### src/hdl/gcfg_defs.svh
/*
 Offsets, field positions, reset values and timing figures of the gyro
 configuration register block. Assumes a 250 MHz core clock.
*/
`ifndef GCFG_DEFS_SVH
`define GCFG_DEFS_SVH

`define GCFG_ADDR_W 7
`define GCFG_OFS_RATE_DIV 7'h19
`define GCFG_OFS_SYNC_FILTER 7'h1a
`define GCFG_OFS_RANGE_CFG 7'h1b
`define GCFG_OFS_QUEUE_SEL 7'h23
`define GCFG_OFS_PIN_CFG 7'h37
`define GCFG_OFS_IRQ_EN 7'h38
`define GCFG_OFS_IRQ_STATUS 7'h3a
`define GCFG_OFS_DATA_FIRST 7'h41
`define GCFG_OFS_DATA_LAST 7'h48
`define GCFG_OFS_USER_CTRL 7'h6a
`define GCFG_OFS_QCOUNT_H 7'h72
`define GCFG_OFS_QCOUNT_L 7'h73
`define GCFG_OFS_QDATA 7'h74

`define GCFG_BIT_OVERFLOW 4
`define GCFG_BIT_SYNC 3
`define GCFG_BIT_READY 0
`define GCFG_BIT_USER_QUEUE 6
`define GCFG_IRQ_MASK 8'h19

`define GCFG_RESET_BYTE 8'h00

`define GCFG_CLK_PS 4000
`define GCFG_PULSE_US 50
`define GCFG_RATE_32K_HZ 32000
`define GCFG_RATE_8K_HZ 8000
`define GCFG_RATE_1K_HZ 1000

`endif

### src/hdl/gcfg_pkg.sv
/*
 Types of the gyro configuration register block.
 Assumes gcfg_defs.svh is on the include path.
*/
package gcfg_pkg;

   typedef struct packed {
      logic overflow_keep;
      logic [2:0] sync_sample_select;
      logic [2:0] lowpass_setting;
   } gcfg_sync_cfg_t;

   typedef struct packed {
      logic [2:0] selftest;
      logic [1:0] range_select;
      logic [1:0] filter_bypass_choice;
   } gcfg_range_cfg_t;

   typedef struct packed {
      logic irq_active_low;
      logic irq_open_drain;
      logic irq_latch;
      logic any_read_clear;
      logic sync_irq_polarity;
      logic sync_irq_mode;
   } gcfg_pin_cfg_t;

   typedef struct packed {
      logic [15:0] temp;
      logic [15:0] x;
      logic [15:0] y;
      logic [15:0] z;
   } gcfg_sample_t;

   typedef enum logic [2:0] {
      GCFG_RATE_32K = 3'b001,
      GCFG_RATE_8K = 3'b010,
      GCFG_RATE_DIV = 3'b100
   } gcfg_rate_mode_t;

   typedef enum logic [1:0] {
      GCFG_LD_IDLE = 2'b01,
      GCFG_LD_RUN = 2'b10
   } gcfg_load_state_t;

endpackage : gcfg_pkg

### src/hdl/gcfg_regs.sv
/*
 Gyro configuration registers: sample-rate timing, sensor data capture,
 byte queue with overflow policy, interrupt status and interrupt pin.
 Assumes a synchronous sensor front end presenting raw samples, and a
 host register port with one-cycle strobes and read data a cycle later.
*/
// Our own choice: the plain strobed port.
`timescale 1ns/1ps
`include "gcfg_defs.svh"

module gcfg_regs
   import gcfg_pkg::*;
#(
   parameter int unsigned QUEUE_DEPTH = 64,
   parameter int unsigned PULSE_CYC = (`GCFG_PULSE_US * 1000000) / `GCFG_CLK_PS,
   parameter int unsigned PERIOD_32K_CYC = 1000000000 / (`GCFG_RATE_32K_HZ * 4),
   parameter int unsigned PERIOD_8K_CYC = 1000000000 / (`GCFG_RATE_8K_HZ * 4),
   parameter int unsigned PERIOD_1K_CYC = 1000000000 / (`GCFG_RATE_1K_HZ * 4)
)
(
   // Clock and reset
   input wire logic core_clk,
   input wire logic sys_rst,
   // Register port
   input wire logic [`GCFG_ADDR_W-1:0] reg_addr,
   input wire logic [7:0] reg_wdata,
   input wire logic reg_wr,
   input wire logic reg_rd,
   output logic [7:0] reg_rdata,
   // Sensor front end
   input wire gcfg_sample_t sample_in,
   input wire logic frame_sync_pin,
   output logic sample_tick,
   output logic [2:0] selftest_axes,
   output logic [1:0] range_select,
   output logic [10:0] range_dps,
   output logic [2:0] lowpass_setting,
   output logic [1:0] filter_bypass_choice,
   // Interrupt pin
   output logic irq_pin_out,
   output logic irq_pin_oe
);

   localparam int QW = $clog2(QUEUE_DEPTH);

   gcfg_sync_cfg_t sync_cfg_reg;
   gcfg_range_cfg_t range_cfg_reg;
   gcfg_pin_cfg_t pin_cfg_reg;
   logic [7:0] rate_divider_reg;
   logic [3:0] queue_sel_reg;
   logic [7:0] irq_en_reg;
   logic [7:0] irq_status_reg;
   logic [7:0] irq_status_next;
   logic user_queue_en_reg;
   logic [7:0] rdata_reg;

   // Configuration writes; reserved bits are simply not stored
   always_ff @(posedge core_clk)
   begin
      if (sys_rst)
      begin
         sync_cfg_reg <= '0;
         range_cfg_reg <= '0;
         pin_cfg_reg <= '0;
         rate_divider_reg <= `GCFG_RESET_BYTE;
         queue_sel_reg <= '0;
         irq_en_reg <= `GCFG_RESET_BYTE;
         user_queue_en_reg <= 1'b0;
      end
      else if (reg_wr)
      begin
         case (reg_addr)
            `GCFG_OFS_RATE_DIV: rate_divider_reg <= reg_wdata;
            `GCFG_OFS_SYNC_FILTER: sync_cfg_reg <= reg_wdata[6:0];
            `GCFG_OFS_RANGE_CFG:
            begin
               range_cfg_reg.selftest <= reg_wdata[7:5];
               range_cfg_reg.range_select <= reg_wdata[4:3];
               range_cfg_reg.filter_bypass_choice <= reg_wdata[1:0];
            end
            `GCFG_OFS_QUEUE_SEL: queue_sel_reg <= reg_wdata[7:4];
            `GCFG_OFS_PIN_CFG: pin_cfg_reg <= reg_wdata[7:2];
            `GCFG_OFS_IRQ_EN: irq_en_reg <= reg_wdata & `GCFG_IRQ_MASK;
            `GCFG_OFS_USER_CTRL: user_queue_en_reg <= reg_wdata[`GCFG_BIT_USER_QUEUE];
            default: ;
         endcase
      end
   end

   // Front-end controls
   assign selftest_axes = range_cfg_reg.selftest;
   assign range_select = range_cfg_reg.range_select;
   assign lowpass_setting = sync_cfg_reg.lowpass_setting;
   assign filter_bypass_choice = range_cfg_reg.filter_bypass_choice;

   always_comb
   begin
      case (range_cfg_reg.range_select)
         2'd0: range_dps = 11'd250;
         2'd1: range_dps = 11'd500;
         2'd2: range_dps = 11'd1000;
         default: range_dps = 11'd2000;
      endcase
   end

   // Sample rate selection
   gcfg_rate_mode_t rate_mode;
   always_comb
   begin
      if (range_cfg_reg.filter_bypass_choice != 2'b00)
         rate_mode = GCFG_RATE_32K;
      else if (sync_cfg_reg.lowpass_setting == 3'd0 || sync_cfg_reg.lowpass_setting == 3'd7)
         rate_mode = GCFG_RATE_8K;
      else
         rate_mode = GCFG_RATE_DIV;
   end

   localparam logic [17:0] LAST_32K = 18'(PERIOD_32K_CYC - 1);
   localparam logic [17:0] LAST_8K = 18'(PERIOD_8K_CYC - 1);
   localparam logic [17:0] LAST_1K = 18'(PERIOD_1K_CYC - 1);

   logic [17:0] base_cnt_reg;
   logic [17:0] base_last;
   logic base_wrap;
   logic [7:0] div_cnt_reg;
   logic tick;

   always_comb
   begin
      case (rate_mode)
         GCFG_RATE_32K: base_last = LAST_32K;
         GCFG_RATE_8K: base_last = LAST_8K;
         GCFG_RATE_DIV: base_last = LAST_1K;
         default: base_last = LAST_1K;
      endcase
   end

   assign base_wrap = (base_cnt_reg >= base_last);
   // Divider only takes effect in the 1 kHz mode
   assign tick = base_wrap && (rate_mode != GCFG_RATE_DIV || div_cnt_reg >= rate_divider_reg);

   always_ff @(posedge core_clk)
   begin
      if (sys_rst || base_wrap)
         base_cnt_reg <= '0;
      else
         base_cnt_reg <= base_cnt_reg + 18'd1;
   end

   always_ff @(posedge core_clk)
   begin
      if (sys_rst || tick)
         div_cnt_reg <= '0;
      else if (base_wrap)
         div_cnt_reg <= div_cnt_reg + 8'd1;
   end

   logic tick_reg;
   always_ff @(posedge core_clk)
   begin
      tick_reg <= !sys_rst && tick;
   end
   assign sample_tick = tick_reg;

   // Sync pin: latched so short strobes survive until the next sample
   logic sync_latch_reg;
   logic sync_prev_reg;
   always_ff @(posedge core_clk)
   begin
      if (sys_rst)
         sync_latch_reg <= 1'b0;
      else if (tick)
         sync_latch_reg <= frame_sync_pin;
      else if (frame_sync_pin)
         sync_latch_reg <= 1'b1;
   end

   // Sensor data registers, self-test response included
   gcfg_sample_t data_reg;
   gcfg_sample_t data_next;
   logic sync_bit;
   assign sync_bit = sync_latch_reg | frame_sync_pin;
   always_comb
   begin
      data_next = sample_in;
      case (sync_cfg_reg.sync_sample_select)
         3'd1: data_next.temp[0] = sync_bit;
         3'd2: data_next.x[0] = sync_bit;
         3'd3: data_next.y[0] = sync_bit;
         3'd4: data_next.z[0] = sync_bit;
         default: ;
      endcase
   end

   always_ff @(posedge core_clk)
   begin
      if (sys_rst)
         data_reg <= '0;
      else if (tick)
         data_reg <= data_next;
   end

   // Queue loader walks the eight data bytes after each sample
   gcfg_load_state_t ld_state_reg;
   logic [2:0] ld_idx_reg;
   logic [7:0] ld_byte;
   logic ld_en;
   logic [63:0] data_flat;
   assign data_flat = data_reg;
   assign ld_byte = data_flat[8'(63 - 8 * ld_idx_reg) -: 8];
   assign ld_en = (ld_state_reg == GCFG_LD_RUN) && queue_sel_reg[2'(3 - ld_idx_reg[2:1])];

   always_ff @(posedge core_clk)
   begin
      if (sys_rst)
      begin
         ld_state_reg <= GCFG_LD_IDLE;
         ld_idx_reg <= '0;
      end
      else
      begin
         case (ld_state_reg)
            GCFG_LD_IDLE:
            begin
               ld_idx_reg <= '0;
               if (tick_reg)
                  ld_state_reg <= GCFG_LD_RUN;
            end
            GCFG_LD_RUN:
            begin
               ld_idx_reg <= ld_idx_reg + 3'd1;
               if (ld_idx_reg == 3'd7)
                  ld_state_reg <= GCFG_LD_IDLE;
            end
            default: ld_state_reg <= GCFG_LD_IDLE;
         endcase
      end
   end

   // Byte queue
   logic [7:0] queue_mem [QUEUE_DEPTH];
   logic [QW-1:0] wr_ptr_reg;
   logic [QW-1:0] rd_ptr_reg;
   logic [QW:0] count_reg;
   logic full;
   logic empty;
   logic q_push;
   logic q_pop;
   logic q_drop_old;
   logic overflow_ev;

   assign full = (count_reg == (QW+1)'(QUEUE_DEPTH));
   assign empty = (count_reg == '0);
   assign q_pop = reg_rd && reg_addr == `GCFG_OFS_QDATA && user_queue_en_reg && !empty;
   assign q_push = ld_en && !(full && sync_cfg_reg.overflow_keep);
   assign q_drop_old = q_push && full && !q_pop;
   assign overflow_ev = ld_en && full && !q_pop;

   always_ff @(posedge core_clk)
   begin
      if (q_push)
         queue_mem[wr_ptr_reg] <= ld_byte;
   end

   always_ff @(posedge core_clk)
   begin
      if (sys_rst)
         wr_ptr_reg <= '0;
      else if (q_push)
         wr_ptr_reg <= (wr_ptr_reg == QW'(QUEUE_DEPTH - 1)) ? '0 : wr_ptr_reg + 1'b1;
   end

   always_ff @(posedge core_clk)
   begin
      if (sys_rst)
         rd_ptr_reg <= '0;
      else if (q_pop || q_drop_old)
         rd_ptr_reg <= (rd_ptr_reg == QW'(QUEUE_DEPTH - 1)) ? '0 : rd_ptr_reg + 1'b1;
   end

   always_ff @(posedge core_clk)
   begin
      if (sys_rst)
         count_reg <= '0;
      else if (q_push && !q_pop && !full)
         count_reg <= count_reg + 1'b1;
      else if (q_pop && !q_push)
         count_reg <= count_reg - 1'b1;
   end

   // Interrupt status; a set in the clearing cycle survives
   logic sync_active;
   logic sync_ev;
   logic status_clr;
   logic [7:0] events;
   assign sync_active = frame_sync_pin ^ pin_cfg_reg.sync_irq_polarity;

   always_ff @(posedge core_clk)
   begin
      if (sys_rst)
         sync_prev_reg <= 1'b0;
      else
         sync_prev_reg <= sync_active;
   end

   assign sync_ev = pin_cfg_reg.sync_irq_mode && sync_active && !sync_prev_reg;
   assign status_clr = reg_rd && (reg_addr == `GCFG_OFS_IRQ_STATUS || pin_cfg_reg.any_read_clear);

   always_comb
   begin
      events = '0;
      events[`GCFG_BIT_OVERFLOW] = overflow_ev;
      events[`GCFG_BIT_SYNC] = sync_ev;
      events[`GCFG_BIT_READY] = tick_reg;
      irq_status_next = (status_clr ? 8'h00 : irq_status_reg) | events;
   end

   always_ff @(posedge core_clk)
   begin
      if (sys_rst)
         irq_status_reg <= `GCFG_RESET_BYTE;
      else
         irq_status_reg <= irq_status_next;
   end

   // Interrupt pin
   logic [7:0] new_enabled;
   localparam int PW = $clog2(PULSE_CYC + 1);
   logic [PW-1:0] pulse_cnt_reg;
   logic irq_asserted;
   logic pin_level;
   assign new_enabled = events & irq_en_reg;

   always_ff @(posedge core_clk)
   begin
      if (sys_rst)
         pulse_cnt_reg <= '0;
      else if (|new_enabled)
         pulse_cnt_reg <= PW'(PULSE_CYC);
      else if (pulse_cnt_reg != '0)
         pulse_cnt_reg <= pulse_cnt_reg - 1'b1;
   end

   assign irq_asserted = pin_cfg_reg.irq_latch ? |(irq_status_reg & irq_en_reg)
                                               : (pulse_cnt_reg != '0);
   assign pin_level = irq_asserted ^ pin_cfg_reg.irq_active_low;

   always_comb
   begin
      if (pin_cfg_reg.irq_open_drain)
      begin
         irq_pin_out = 1'b0;
         irq_pin_oe = !pin_level;
      end
      else
      begin
         irq_pin_out = pin_level;
         irq_pin_oe = 1'b1;
      end
   end

   // Read port; unmapped addresses read zero
   logic [3:0] data_ofs;
   assign data_ofs = 4'(reg_addr - `GCFG_OFS_DATA_FIRST);

   always_ff @(posedge core_clk)
   begin
      if (sys_rst)
         rdata_reg <= '0;
      else if (reg_rd)
      begin
         case (reg_addr)
            `GCFG_OFS_RATE_DIV: rdata_reg <= rate_divider_reg;
            `GCFG_OFS_SYNC_FILTER: rdata_reg <= {1'b0, sync_cfg_reg};
            `GCFG_OFS_RANGE_CFG:
               rdata_reg <= {range_cfg_reg.selftest, range_cfg_reg.range_select, 1'b0,
                             range_cfg_reg.filter_bypass_choice};
            `GCFG_OFS_QUEUE_SEL: rdata_reg <= {queue_sel_reg, 4'h0};
            `GCFG_OFS_PIN_CFG: rdata_reg <= {pin_cfg_reg, 2'b00};
            `GCFG_OFS_IRQ_EN: rdata_reg <= irq_en_reg;
            `GCFG_OFS_IRQ_STATUS: rdata_reg <= irq_status_reg;
            `GCFG_OFS_USER_CTRL: rdata_reg <= 8'(user_queue_en_reg) << `GCFG_BIT_USER_QUEUE;
            `GCFG_OFS_QCOUNT_H: rdata_reg <= 8'(count_reg >> 8);
            `GCFG_OFS_QCOUNT_L: rdata_reg <= 8'(count_reg);
            `GCFG_OFS_QDATA: rdata_reg <= q_pop ? queue_mem[rd_ptr_reg] : 8'h00;
            default:
            begin
               if (reg_addr >= `GCFG_OFS_DATA_FIRST && reg_addr <= `GCFG_OFS_DATA_LAST)
                  rdata_reg <= data_flat[8'(63 - 8 * data_ofs[2:0]) -: 8];
               else
                  rdata_reg <= 8'h00;
            end
         endcase
      end
      else
         rdata_reg <= 8'h00;
   end

   assign reg_rdata = rdata_reg;

endmodule : gcfg_regs

### config.mk
export PLATFORM = sky130hd
export DESIGN_NAME = gcfg_regs
export DESIGN_NICKNAME = d
export VERILOG_FILES = /design/src/hdl/gcfg_pkg.sv /design/src/hdl/gcfg_regs.sv
export VERILOG_INCLUDE_DIRS = /design/src /design/src/hdl
export SDC_FILE = /design/constraint.sdc
export NUM_CORES = 1
export LEC_CHECK = 0
export ABC_AREA = 1
export BUFFER_PORTS_ARGS = -buffer_cell sky130_fd_sc_hd__buf_2
export CORE_ASPECT_RATIO = 2
export CORE_MARGIN = 1.5
export CORE_UTILIZATION = 25
export CTS_CLUSTER_SIZE = 40
export DETAILED_ROUTE_END_ITERATION = 8
export HOLD_SLACK_MARGIN = 0.03
export PLACE_DENSITY_LB_ADDON = 0.3
export SKIP_LAST_GASP = 1
export SLEW_MARGIN = 10
export SYNTH_ARGS = -nofsm -noshare
export SYNTH_HDL_FRONTEND = slang
export SYNTH_SLANG_ARGS = --single-unit
export TNS_END_PERCENT = 100
### constraint.sdc
create_clock -name core_clk -period 4.7 [get_ports core_clk]
set_clock_uncertainty 0.15 [all_clocks]
set_input_delay 0.705 -clock core_clk [delete_from_list [all_inputs] [get_ports core_clk]]
set_output_delay 0.705 -clock core_clk [all_outputs]
set_load 0.02 [all_outputs]
==> results.md <==
* Status: finished, final reports clean
* Slew Limit Fails at 0
* Grt total ovfl at 0
* Reg area at 19,100 sq um
* First-pass GRT wire length at 141,000 um
* Total CTS buffers at 56
* CTS clock-pin slew for the worst setup and hold paths at 70 ps
* Drt first pass iters at 5
* Multiplexer area fraction after synthesis at 0
* Final Non-Filler Cells at 4,835
* FF+latch count, synth at 696
* Final hold vios at 0
* I/O Pins at 116
* Async set-or-reset flop fraction in the synthesized netlist at 0
* Rows at 180
* Worst Path Required at 4830 ps
* Longest Clk Path Bufs at 3
* Distinct cells, synth at 47
* Post-Synthesis Cells at 3,152
* M2 GR Usage at 0.312
* Finish-stage setup viols at 0
* Ratio of cells with drive above 1 in the final layout at 0.101
* Tcrit/Tclk final at 0.779
* CTS resizes at 0
* Post-Syn Area per Cell at 9.63 sq um
* Met3 Usage GRT at 0.0122
* Initial core utilization at 0.252
* Vias in the first global route at 22,500
* Post-synth EDFFs at 512
* Hold Crit Class: input port to register
* H-tree depth at 2
* Cell area after synthesis at 30,400 sq um
* Nets at 3,362
* Clk_lat worst skew at 660 ps
* Yosys Warn Count at 0
* Vias per inst at 4.63
* Crit path DAT at 3800 ps
* Relative slew slack at 0.334
* Top achievable clock speed at 273 MHz
* Clock period minus worst slack at 3660 ps
* CTS tree: done
* Launching element type of the critical path: register
* Worst slew pin tran at 995 ps
* PwrDens at 361 nW/um^2
* Post-synthesis xor/xnor area fraction at 0.00692
* Most frequent cells in the layout: nand2_1, edfxtp_1, nand3_1
* Sequential-to-total area share from yosys stat at 0.628
* Largest net degree at the start of global routing at 152
* Initial antenna violation count at 5
* Hold path depth at 3
* Commonest non-fill, non-tap cell in the layout: nand2_1
* Routed wire length at 95,200 um
* Root buf cell: clkbuf_16
* Largest family of logic cells by synthesized area: simple AND/OR/NAND/NOR gates
* Setup TNS at 0 ps
* I/O Buffers at 112
* Setup slack after placement at 1020 ps
* GRT Overall Usage at 0.151
* Multi-input logic area at 9970 sq um
* Area growth syn-to-layout at 14.9%
* Met1 Use GR at 0.141
* Lkg Pwr at 12.7 nW
* Die W at 249 um
* Core Footprint at 120,000 sq um
* Placed cells at 4,727
* Routability cong. at 0.913
* R2R depth at 10
* MaxCap Viol Count at 0
* DRC at 0
* Final WS setup at 1040 ps
* Post-CTS Setup Bufs at 0
* Die area at 124,000 sq um
* Detailed router's first-iteration violation count at 1,424
* Die H at 496 um
* Cts hold-fix bufs at 0
* Post-synthesis adder-cell area fraction at 0.0167
* Crit. End Element: register
* CP Max Fanout at 15
* RSZ-0062 raised after global routing: no
* Routed wire per std cell at 19.7 um
* Clk sink count at 696
* Max FFs per register at 512
* Critical path type: register to register
* Antenna Nets Post-Route at 0
* GRT Max-Usage Layer: met2
* Compound-Gate Fraction of Synth Area at 0.0682
* Ys flop type: edfxtp_1
* Max VDD drop at 0.000365 V
* Synth Area in Simple Gates at 0.232
* FILL cells at 12,600
* DP HPWL at 64,900 um
* Total number of vias at 22,400
==> Yosys cell counts (2+ instances only) <==
master	instances	share of area
nand3_1	493	0.081
ha_1	39	0.016
xor2_1	11	0.0032
o21a_1	2	0.00049
or2_2	6	0.0012
o21ai_1	46	0.0076
a21oi_1	150	0.025
nand4_1	22	0.0045
clkinv_1	2	0.00025
o22ai_1	7	0.0014
nor3b_1	5	0.0012
clkbuf_1	68	0.0084
nand2_2	3	0.00062
and3_1	2	0.00041
nand3b_1	4	0.00099
a221oi_1	6	0.0017
nor3_1	23	0.0038
a211oi_1	3	0.00074
o2111ai_1	5	0.0014
inv_1	169	0.021
a21oi_2	2	0.00058
nor2_1	186	0.023
or2_1	2	0.00041
nor3_2	6	0.0020
buf_4	10	0.0025
inv_2	7	0.00087
nor4_1	4	0.00082
o211ai_1	14	0.0035
buf_2	61	0.010
buf_6	4	0.0015
xnor2_1	13	0.0038
o21ai_0	141	0.023
edfxtp_1	512	0.51
nand3_2	2	0.00066
conb_1	2	0.00025
a31oi_1	8	0.0016
dfxtp_1	184	0.12
nand2_1	893	0.11
buf_1	27	0.0033
==> path summary, 6_finish.rpt <==
check                    from  slack, ps               end
min              sample_in[3]        100      data_flat[3]
max reg2reg     ld_idx_reg[1]       1040  queue_mem[21][5]
min reg2reg  pulse_cnt_reg[0]        320  pulse_cnt_reg[0]
max             ld_idx_reg[1]       1040  queue_mem[21][5]
==> logic make-up after synthesis <==
group | count (synthesis)
other | 2
AOI/OAI and AO/OA | 388
xor gates and xnor gates | 24
adders and majority gates | 40
and+or+nand+nor | 1654
buffers and inverters | 348
DFF | 696
==> worst max-delay path: stages (launching register included) <==
cell and delay (ps):
dfxtp_1 730, o21ai_0 180, o21ai_1 150, nand2_1 100, a21oi_2 110, buf_4 180, inv_1 130, nor2_1 230
nand3_1 380, buf_4 320, nor2_1 620
==> power breakdown <==
part | internal (mW) | switching [mW] | total, mW
logic | 0.258 | 0.587 | 0.845
clock network | 2.67 | 2.32 | 4.99
registers | 6.68 | 0.0578 | 6.74
total | 9.61 | 2.97 | 12.6
==> per-layer routing <==
metal  share of wire  up-vias
met3           0.031      183
met5         0.00014        -
met1            0.34    10800
li1                -    11000
met4           0.062        2
met2            0.57      493
==> cell type report <==
class                           instances  area share
Sequential cell                       696       0.547
Multi-Input combinational cell       2109       0.286
Tap cell                             1547      0.0555
Clock buffer                           69      0.0428
Timing Repair Buffer                  197      0.0376
Inverter                              178      0.0194
Clock inverter                         37      0.0121
Antenna cell                            2    0.000143
==> per-stage QoR <==
| step | instance area, sq um | utilization | power [mW] | hold slack (ps) |
|---|---|---|---|---|
| 5_1_grt | 34900 | 0.290 | 13.0 | 107 |
| 3_3_place_gp | 33000 | 0.274 | 7.71 | 302 |
| 6_report | 34900 | 0.290 | 12.6 | 103 |
| 2_1_floorplan | 30400 | - | 7.40 | 285 |
| 4_1_cts | 34900 | 0.290 | 12.7 | 75.8 |
| 3_5_place_dp | 33000 | 0.274 | 7.72 | 306 |
No activity file was read; power rests on OpenSTA's default activity.
